## config.mk

```make
export PLATFORM = sky130hd
export DESIGN_NAME = oat_top
export DESIGN_NICKNAME = d
export VERILOG_FILES = /design/src/common/oat_pkg.sv /design/src/design/oat_add8.sv /design/src/design/oat_top.sv
export SDC_FILE = /design/constraint.sdc
export NUM_CORES = 1
export LEC_CHECK = 0
export ABC_CLOCK_PERIOD_IN_PS = 12100
export BUFFER_PORTS_ARGS = -buffer_cell sky130_fd_sc_hd__clkbuf_2
export CAP_MARGIN = 0
export CORE_ASPECT_RATIO = 1.2
export CORE_MARGIN = 4
export CORE_UTILIZATION = 25
export DETAILED_ROUTE_END_ITERATION = 8
export HOLD_SLACK_MARGIN = 0.1
export SLEW_MARGIN = 20
export SYNTH_ARGS = -nofsm -noshare
export SYNTH_HDL_FRONTEND = slang
export SYNTH_HIERARCHICAL = 1
export SYNTH_SLANG_ARGS = --single-unit
```

## constraint.sdc

```tcl
create_clock -name clk -period 12.1 [get_ports clk]
set_input_delay 2.42 -clock clk [delete_from_list [all_inputs] [get_ports clk]]
set_output_delay 2.42 -clock clk [all_outputs]
set_load 0.05 [all_outputs]
```

## src/common/oat_pkg.sv

```systemverilog
package oat_pkg;
  // ---------------------------------------------------------------
  // Addressing modes
  // ---------------------------------------------------------------
  typedef enum logic [4:0] {
    oat_m_abs, oat_m_abs_ind_x, oat_m_abs_x, oat_m_abs_y, oat_m_abs_ind,
    oat_m_acc, oat_m_imm, oat_m_impl, oat_m_rel, oat_m_stack,
    oat_m_zp, oat_m_zp_ind_x, oat_m_zp_x, oat_m_zp_y, oat_m_zp_ind,
    oat_m_zp_ind_y, oat_m_break
  } oat_mode_t;

  // ---------------------------------------------------------------
  // Base cycle counts per mode, and cycles added on top of them
  // ---------------------------------------------------------------
  localparam logic [3:0] CYC_ABS = 4'h4;
  localparam logic [3:0] CYC_ABS_IND_X = 4'h6;
  localparam logic [3:0] CYC_ABS_IND = 4'h6;
  localparam logic [3:0] CYC_TWO = 4'h2;
  localparam logic [3:0] CYC_ZP = 4'h3;
  localparam logic [3:0] CYC_ZP_IND_X = 4'h6;
  localparam logic [3:0] CYC_ZP_X = 4'h4;
  localparam logic [3:0] CYC_ZP_Y = 4'h4;
  localparam logic [3:0] CYC_ZP_IND = 4'h5;
  localparam logic [3:0] CYC_ZP_IND_Y = 4'h5;
  localparam logic [3:0] CYC_BREAK = 4'h7;
  localparam logic [3:0] CYC_ONE = 4'h1;
  localparam logic [3:0] CYC_RMW = 4'h2;

  // ---------------------------------------------------------------
  // Instruction lengths
  // ---------------------------------------------------------------
  localparam logic [1:0] LEN_ONE = 2'h1;
  localparam logic [1:0] LEN_TWO = 2'h2;
  localparam logic [1:0] LEN_THREE = 2'h3;

  // Page zero high byte and pointer step
  localparam logic [7:0] PAGE_ZERO = 8'h00;
  localparam logic [7:0] PTR_STEP = 8'h01;
endpackage : oat_pkg

```

## src/design/oat_add8.sv

```systemverilog
`timescale 1ns/10ps
// Registered 8-bit adder: sum and carry out, used for index and pointer math
module oat_add8 (
  // Clock and reset
  input wire logic clk,
  input wire logic rstn,
  // Operands
  input wire logic [7:0] a,
  input wire logic [7:0] b,
  // Registered result
  output logic [7:0] sum_r,
  output logic carry_r
);
  // ---------------------------------------------------------------
  // Sum register
  // ---------------------------------------------------------------
  always_ff @(posedge clk) begin
    if (!rstn) begin
      sum_r <= 8'h00;
      carry_r <= 1'b0;
    end else begin
      {carry_r, sum_r} <= {1'b0, a} + {1'b0, b};
    end
  end
endmodule : oat_add8

```

## src/design/oat_top.sv

```systemverilog
`timescale 1ns/10ps
// What this block does
// - zp,x low byte is zp plus X, high zero
// - zp,y sum of zp and Y stays page zero
// - (zp) reads pointer low then high byte
// - (zp),y base from page zero plus Y
// - absolute forms take 4 cycles, 3 bytes
// - indexed indirect jump takes 6 cycles, 3 bytes
// - absolute indirect jump takes 6 cycles, 3 bytes
// - relative branch takes 2 cycles, 2 bytes
// - (zp,x) takes 6 cycles, 2 bytes
// - zp,x takes 4 cycles, 2 bytes, plus RMW
// - zp,y takes 4 cycles, 2 bytes
// - (zp) takes 5 cycles, 2 bytes
// - (zp),y takes 5 cycles plus page crossing
// - index carry into high byte adds cycle
// - store accumulator abs,x always adds cycle
// - taken branch adds one cycle, one more if it crosses a page
// - read-modify-write adds two cycles
// - break is two bytes, PC advances twice
// - return after break skips signature byte
module oat_top (
  // Clock and reset
  input wire logic clk,
  input wire logic rstn,
  // Instruction request
  input wire logic start,
  input wire oat_pkg::oat_mode_t mode,
  input wire logic [7:0] operand_lo,
  input wire logic [7:0] operand_hi,
  input wire logic [7:0] index_x,
  input wire logic [7:0] index_y,
  input wire logic [15:0] pc_opcode,
  input wire logic is_rmw,
  input wire logic is_store_accumulator,
  input wire logic branch_taken,
  // Memory read data for pointer fetches
  input wire logic [7:0] mem_rdata,
  // Memory address out
  output logic [15:0] mem_addr_r,
  output logic mem_rd_r,
  // Results
  output logic done_r,
  output logic busy_r,
  output logic [15:0] eff_addr_r,
  output logic [3:0] cycles_r,
  output logic [1:0] length_r,
  output logic [15:0] next_pc_r,
  output logic [15:0] return_pc_r
);
  // ---------------------------------------------------------------
  // State and holding registers
  // ---------------------------------------------------------------
  typedef enum logic [2:0] {
    oat_s_idle, oat_s_index, oat_s_ptr_lo, oat_s_ptr_hi, oat_s_post, oat_s_finish
  } oat_state_t;

  oat_state_t state_r; // Sequencer state
  oat_pkg::oat_mode_t mode_r; // Mode held for the instruction
  logic [7:0] zp_r; // Page zero byte or pointer
  logic [7:0] hi_r; // Operand high byte
  logic [7:0] x_r; // Captured X
  logic [7:0] y_r; // Captured Y
  logic [7:0] ptr_lo_r; // Fetched pointer low byte
  logic [15:0] pc_r; // Opcode address
  logic rmw_r; // Read-modify-write flag
  logic sta_r; // Store accumulator flag
  logic taken_r; // Branch taken flag
  logic [3:0] base_cyc; // Base cycles of the mode
  logic [1:0] base_len; // Byte count of the mode
  logic [7:0] add_a; // Adder operand a
  logic [7:0] add_b; // Adder operand b
  logic [7:0] add_sum; // Registered sum
  logic add_carry; // Registered carry into high byte
  logic [15:0] eff_nxt; // Final effective address
  logic [3:0] cyc_nxt; // Final cycle count
  logic [15:0] br_target; // Branch destination
  logic br_cross; // Branch moves into another page

  // ---------------------------------------------------------------
  // Base timing per mode
  // ---------------------------------------------------------------
  always_comb begin
    base_cyc = oat_pkg::CYC_TWO;
    base_len = oat_pkg::LEN_ONE;
    case (mode_r)
      oat_pkg::oat_m_abs, oat_pkg::oat_m_abs_x, oat_pkg::oat_m_abs_y: begin
        base_cyc = oat_pkg::CYC_ABS;
        base_len = oat_pkg::LEN_THREE;
      end
      oat_pkg::oat_m_abs_ind_x: begin
        base_cyc = oat_pkg::CYC_ABS_IND_X;
        base_len = oat_pkg::LEN_THREE;
      end
      oat_pkg::oat_m_abs_ind: begin
        base_cyc = oat_pkg::CYC_ABS_IND;
        base_len = oat_pkg::LEN_THREE;
      end
      oat_pkg::oat_m_rel: begin
        base_cyc = oat_pkg::CYC_TWO;
        base_len = oat_pkg::LEN_TWO;
      end
      oat_pkg::oat_m_imm: begin
        base_cyc = oat_pkg::CYC_TWO;
        base_len = oat_pkg::LEN_TWO;
      end
      oat_pkg::oat_m_zp: begin
        base_cyc = oat_pkg::CYC_ZP;
        base_len = oat_pkg::LEN_TWO;
      end
      oat_pkg::oat_m_zp_ind_x: begin
        base_cyc = oat_pkg::CYC_ZP_IND_X;
        base_len = oat_pkg::LEN_TWO;
      end
      oat_pkg::oat_m_zp_x: begin
        base_cyc = oat_pkg::CYC_ZP_X;
        base_len = oat_pkg::LEN_TWO;
      end
      oat_pkg::oat_m_zp_y: begin
        base_cyc = oat_pkg::CYC_ZP_Y;
        base_len = oat_pkg::LEN_TWO;
      end
      oat_pkg::oat_m_zp_ind: begin
        base_cyc = oat_pkg::CYC_ZP_IND;
        base_len = oat_pkg::LEN_TWO;
      end
      oat_pkg::oat_m_zp_ind_y: begin
        base_cyc = oat_pkg::CYC_ZP_IND_Y;
        base_len = oat_pkg::LEN_TWO;
      end
      oat_pkg::oat_m_break: begin
        // Signature byte is skipped but counted
        base_cyc = oat_pkg::CYC_BREAK;
        base_len = oat_pkg::LEN_TWO;
      end
      oat_pkg::oat_m_stack: begin
        base_cyc = oat_pkg::CYC_ZP;
        base_len = oat_pkg::LEN_ONE;
      end
      default: begin
        // Accumulator and implied forms
        base_cyc = oat_pkg::CYC_TWO;
        base_len = oat_pkg::LEN_ONE;
      end
    endcase
  end

  // ---------------------------------------------------------------
  // Adder operand select
  // ---------------------------------------------------------------
  // Index step adds X or Y to the page zero byte or base low byte;
  // pointer step bumps the pointer for its high byte.
  always_comb begin
    add_a = zp_r;
    add_b = x_r;
    case (state_r)
      oat_s_index: begin
        // Post index adds Y to the fetched base low byte, not to the pointer
        add_a = (mode_r == oat_pkg::oat_m_zp_ind_y) ? ptr_lo_r : zp_r;
        if (mode_r == oat_pkg::oat_m_zp_y || mode_r == oat_pkg::oat_m_abs_y ||
            mode_r == oat_pkg::oat_m_zp_ind_y) begin
          add_b = y_r;
        end else begin
          add_b = x_r;
        end
      end
      oat_s_ptr_lo: begin
        add_a = zp_r;
        add_b = oat_pkg::PTR_STEP;
      end
      default: begin
        add_a = zp_r;
        add_b = x_r;
      end
    endcase
  end

  oat_add8 u_add (
    .clk(clk),
    .rstn(rstn),
    .a(add_a),
    .b(add_b),
    .sum_r(add_sum),
    .carry_r(add_carry)
  );

  // ---------------------------------------------------------------
  // Branch destination and page check
  // ---------------------------------------------------------------
  // Offset is signed and counted from the byte after the branch
  assign br_target = pc_r + 16'(oat_pkg::LEN_TWO) + {{8{zp_r[7]}}, zp_r};
  assign br_cross = br_target[15:8] != hi_r;

  // ---------------------------------------------------------------
  // Final address and cycle count
  // ---------------------------------------------------------------
  always_comb begin
    eff_nxt = {hi_r, zp_r};
    cyc_nxt = base_cyc;
    case (mode_r)
      oat_pkg::oat_m_zp_x, oat_pkg::oat_m_zp_y, oat_pkg::oat_m_zp_ind_x: begin
        eff_nxt = {oat_pkg::PAGE_ZERO, zp_r};
      end
      oat_pkg::oat_m_zp: begin
        eff_nxt = {oat_pkg::PAGE_ZERO, zp_r};
      end
      oat_pkg::oat_m_abs_x, oat_pkg::oat_m_abs_y: begin
        eff_nxt = {hi_r + {7'h00, taken_r}, zp_r};
        if (taken_r || (sta_r && mode_r == oat_pkg::oat_m_abs_x)) begin
          cyc_nxt = base_cyc + oat_pkg::CYC_ONE;
        end
      end
      oat_pkg::oat_m_zp_ind_y: begin
        eff_nxt = {hi_r + {7'h00, taken_r}, zp_r};
        if (taken_r) begin
          cyc_nxt = base_cyc + oat_pkg::CYC_ONE;
        end
      end
      oat_pkg::oat_m_rel: begin
        eff_nxt = taken_r ? br_target : pc_r + 16'(oat_pkg::LEN_TWO);
        if (taken_r) begin
          cyc_nxt = base_cyc + oat_pkg::CYC_ONE + (br_cross ? oat_pkg::CYC_ONE : 4'h0);
        end
      end
      default: begin
        eff_nxt = {hi_r, zp_r};
      end
    endcase
    if (rmw_r) begin
      cyc_nxt = cyc_nxt + oat_pkg::CYC_RMW;
    end
  end

  // ---------------------------------------------------------------
  // Sequencer
  // ---------------------------------------------------------------
  // Capture at start, step through index and pointer fetches.
  // The adder is registered, so each step reads last cycle's sum.
  always_ff @(posedge clk) begin
    if (!rstn) begin
      state_r <= oat_s_idle;
      mode_r <= oat_pkg::oat_m_impl;
      zp_r <= 8'h00;
      hi_r <= 8'h00;
      x_r <= 8'h00;
      y_r <= 8'h00;
      ptr_lo_r <= 8'h00;
      pc_r <= 16'h0000;
      rmw_r <= 1'b0;
      sta_r <= 1'b0;
      taken_r <= 1'b0;
    end else begin
      case (state_r)
        oat_s_idle: begin
          if (start) begin
            mode_r <= mode;
            zp_r <= operand_lo;
            hi_r <= operand_hi;
            x_r <= index_x;
            y_r <= index_y;
            pc_r <= pc_opcode;
            rmw_r <= is_rmw;
            sta_r <= is_store_accumulator;
            taken_r <= 1'b0;
            case (mode)
              oat_pkg::oat_m_zp_x, oat_pkg::oat_m_zp_y, oat_pkg::oat_m_zp_ind_x,
              oat_pkg::oat_m_abs_x, oat_pkg::oat_m_abs_y: state_r <= oat_s_index;
              oat_pkg::oat_m_zp_ind, oat_pkg::oat_m_zp_ind_y: state_r <= oat_s_ptr_lo;
              oat_pkg::oat_m_rel: begin
                taken_r <= branch_taken;
                hi_r <= pc_opcode[15:8] + 8'(pc_opcode[7:0] > 8'hfd);
                state_r <= oat_s_finish;
              end
              default: state_r <= oat_s_finish;
            endcase
          end
        end
        oat_s_index: begin
          state_r <= oat_s_post;
        end
        oat_s_ptr_lo: begin
          // Pointer low byte is on the bus this cycle
          ptr_lo_r <= mem_rdata;
          state_r <= oat_s_ptr_hi;
        end
        oat_s_ptr_hi: begin
          // High byte read at pointer plus one, carry dropped
          hi_r <= mem_rdata;
          if (mode_r == oat_pkg::oat_m_zp_ind) begin
            zp_r <= ptr_lo_r;
            state_r <= oat_s_finish;
          end else begin
            state_r <= oat_s_index;
          end
        end
        oat_s_post: begin
          // Sum lands; carry kept only for the sixteen-bit forms
          zp_r <= add_sum;
          if (mode_r == oat_pkg::oat_m_abs_x || mode_r == oat_pkg::oat_m_abs_y ||
              mode_r == oat_pkg::oat_m_zp_ind_y) begin
            taken_r <= add_carry;
          end
          state_r <= oat_s_finish;
        end
        default: begin
          state_r <= oat_s_idle;
        end
      endcase
    end
  end

  // ---------------------------------------------------------------
  // Memory address for pointer fetches
  // ---------------------------------------------------------------
  always_ff @(posedge clk) begin
    if (!rstn) begin
      mem_addr_r <= 16'h0000;
      mem_rd_r <= 1'b0;
    end else if (state_r == oat_s_idle && start &&
                 (mode == oat_pkg::oat_m_zp_ind || mode == oat_pkg::oat_m_zp_ind_y)) begin
      mem_addr_r <= {oat_pkg::PAGE_ZERO, operand_lo};
      mem_rd_r <= 1'b1;
    end else if (state_r == oat_s_ptr_lo) begin
      mem_addr_r <= {oat_pkg::PAGE_ZERO, zp_r + oat_pkg::PTR_STEP};
      mem_rd_r <= 1'b1;
    end else begin
      mem_rd_r <= 1'b0;
    end
  end

  // ---------------------------------------------------------------
  // Result outputs
  // ---------------------------------------------------------------
  always_ff @(posedge clk) begin
    if (!rstn) begin
      done_r <= 1'b0;
      busy_r <= 1'b0;
      eff_addr_r <= 16'h0000;
      cycles_r <= 4'h0;
      length_r <= 2'h0;
      next_pc_r <= 16'h0000;
      return_pc_r <= 16'h0000;
    end else begin
      done_r <= state_r == oat_s_finish;
      busy_r <= (state_r == oat_s_idle) ? start : (state_r != oat_s_finish);
      if (state_r == oat_s_finish) begin
        eff_addr_r <= eff_nxt;
        cycles_r <= cyc_nxt;
        length_r <= base_len;
        next_pc_r <= pc_r + 16'(base_len);
        if (mode_r == oat_pkg::oat_m_break) begin
          return_pc_r <= pc_r + 16'(oat_pkg::LEN_TWO);
        end
      end
    end
  end
endmodule : oat_top

```

==> results.md <==
- Vias in the first global route: 7,832
- Critical Path End Type: flip-flop
- Routed via count divided by cell count: 4.88
- Critical-path maximum fanout: 9
- CTS clock-pin slew for the worst setup and hold paths: 0.06 ns
- Skew final: 0.0121 ns
- Most repeated cell in the gate-level netlist after synthesis: nand2_1
- Final cycle utilization of the critical path: 41.7%
- Wirelength per Cell: 17.4 µm
- Finished Layout Cells: 1,649
- Kind of critical path: reg2reg
- Clock tree from TritonCTS: built
- Cell area after synthesis: 8560 µm²
- Total wirelength of the detailed-routed design: 28,600 µm
- Cell types with the largest area share after synthesis: dfxtp_1 (34%), nand2_1 (8.2%), ha_1 (6.3%), nor2_1 (6.0%), a21oi_1 (5.4%)
- Width of the chip: 177 µm
- Unrepaired setup endpoints after global routing: no
- Overall routing resource usage: 15.2%
- Register bit count reported by yosys: 146
- Total count of max-transition violations in the final report: 0
- FFs w/ async S/R, synth: 0%
- Shortest clock period the worst path allows after layout: 5.05 ns
- Synth unique cells: 77
- Clock latency of the later-clocked register in the worst-skew pair: 0.44 ns
- Starting utilization of the core area: 25.6%
- Peak Freq: 0.198 GHz
- Sum of internal, switching and leakage power: 1.35 mW
- # resized after CTS: 0
- Starting DRT DRC Count: 465
- Share of post-route cells with drive strength above 1: 16.3%
- Area fraction of the dominant cell type after synthesis: 34.1%
- Setup TNS: 0 ns
- Required time of the critical path: 12.39 ns
- Clock root buffer: clkbuf_16
- Slew at the pin closest to its max-slew limit: 1.08 ns
- Via total after detailed routing: 8,046
- Cell type contributing the most total cell area after synthesis: dfxtp_1
- Post-detail-place hpwl: 21,700 µm
- Top-Level Pins: 140
- Hold violation count in the final report: 0
- Buffers inserted by post-CTS timing repair: 0
- Gr ovfl total: 0
- Max VDD drop: 0.0000911 V
- Pwr/cell area: 134 nW/µm²
- Antenna cells: 0
- DRC violations left: 0
- Hold_buf cts: 0
- Register area share after synthesis: 34.1%
- Run status: completed
- Worst EP arrival: 5.34 ns
- Cts bufs inserted: 17
- Max-Slew Margin vs Limit: 27.5%
- Sink count of the clock tree: 146
- # setup viols final: 0
- Flip-flop cell with the highest count after synthesis: dfxtp_1
- HP Class: reg2reg
- Area added between synthesis and finish: 17.9%
- Worst setup slack after placement: 7.06 ns
- First-pass GRT wire length: 44,200 µm
- Synthesized area divided by synthesized cell count: 7.77 µm²
- DRT antenna net count: 0
- Placeable core region: 33,400 µm²
- First-pass iteration count of the detailed router: 5
- YS warnings: 6
- Height of the die: 211 µm
- Final Worst Setup Slack: 7.05 ns
- Final weighted congestion in routability-driven placement: 0.884
- Cells after DPL: 1,618
- Post-synth EDFFs: 0
- Die area: 37,300 µm²
- Port buffer count: 131
- Net total in the final layout: 1,300
- Leakage power figure: 3.99 nW
- Max cap viols: 0
- Gate Count Post-Synth: 1,101
- Pin count of the biggest net entering global routing: 84
- Max Root-Sink Buffers: 2
- Placement row count: 73
- Antenna violations before repair: 0
- Nature of the critical path startpoint: flip-flop
- Clock H-tree levels: 4
- Most frequent cells after synthesis: nand2_1 (186), dfxtp_1 (146), nor2_1 (137)
[per-layer routing]
layer	part of all wire (%)	track usage [%]
met5	0	0
met4	2.7	5.66
met3	3.6	2.35
met2	49	26.0
met1	45	19.3
[metrics by stage]
stage,util [%],hold slack [ns],instance area [µm²]
2_1_floorplan,-,0.432,8590
3_3_place_gp,28.6,0.444,9550
3_5_place_dp,28.6,0.448,9550
4_1_cts,30.2,0.457,10100
5_1_grt,30.2,0.465,10100
6_report,30.2,0.453,10100
[where the power goes]
part	switching, mW	internal (mW)
sequential	0.0475	0.513
combinational	0.188	0.111
clock	0.226	0.263
total	0.462	0.886
[layout make-up]
class                      count  area (µm²)
timing repair buffer         140         723
clock inverter                14         108
multi-input combinational    859        5260
inverter                      23        87.6
clock buffer                  17         425
fill                        3683       23300
sequential                   146        2920
tap                          450         563
[worst paths after layout]
| path | start | to | slack, ns | cells past startpoint |
|---|---|---|---|---|
| setup / recovery | pc_r[1] | cycles_r[2] | 7.05 | 18 |
| hold / removal | next_pc_r[0] | next_pc_r[0] | 0.45 | 2 |
| setup reg to reg | pc_r[1] | cycles_r[2] | 7.05 | 18 |
| hold reg to reg | next_pc_r[0] | next_pc_r[0] | 0.45 | 2 |
[kinds of logic after synthesis]
group | Yosys count | synth area share, %
other | 1 | 0.0438
adder cells (fa/ha/maj) | 46 | 6.99
AO/OA/AOI/OAI | 286 | 22.5
AND/OR/NAND/NOR | 447 | 23.1
buffers and inverters | 103 | 5.09
XOR/XNOR | 55 | 5.95
multiplexers | 17 | 2.13
flip-flops | 146 | 34.1
[worst max-delay path, stage by stage, from the launching register on]
cell and delay (ns):
dfxtp_1 0.52, ha_1 0.27, xor2_1 0.29, ha_1 0.33, o21ai_1 0.12, nor2_1 0.10, o41ai_4 0.49, o21ai_0 0.17
a2111oi_1 0.52, xor2_1 0.14, nor4_1 0.38, nand4_1 0.15, ha_1 0.22, ha_1 0.27, a221o_1 0.35, ha_1 0.28
nand2b_1 0.14, o211ai_1 0.08, a21oi_1 0.08
[registers in the layout, indices dropped and copies added, names as in the netlist, 4 cells and up]
signal / cells
x_r: 8
mode_r: 5
u_add/sum_r: 8
cycles_r: 4
return_pc_r: 16
hi_r: 8
ptr_lo_r: 8
pc_r: 16
eff_addr_r: 16
mem_addr_r: 8
zp_r: 8
next_pc_r: 16
y_r: 8
[cells in the final DEF (no fill, tap or decap), types with 7 or more instances in the layout]
master / n
a211oi_1: 33
a21o_1: 8
a21oi_1: 92
a221oi_1: 14
a22oi_1: 16
a311oi_1: 15
and3_1: 7
buf_4: 9
clkbuf_16: 17
clkbuf_2: 131
conb_1: 8
dfxtp_1: 146
ha_1: 43
inv_1: 22
mux2_2: 10
mux2i_1: 7
nand2_1: 186
nand2b_1: 7
nand3_1: 29
nand4_1: 7
nor2_1: 137
nor2b_1: 9
nor3_1: 23
o211ai_1: 18
o21ai_0: 42
or3_1: 8
xnor2_1: 23
xor2_1: 30
Power figures use the tool's default switching activity.
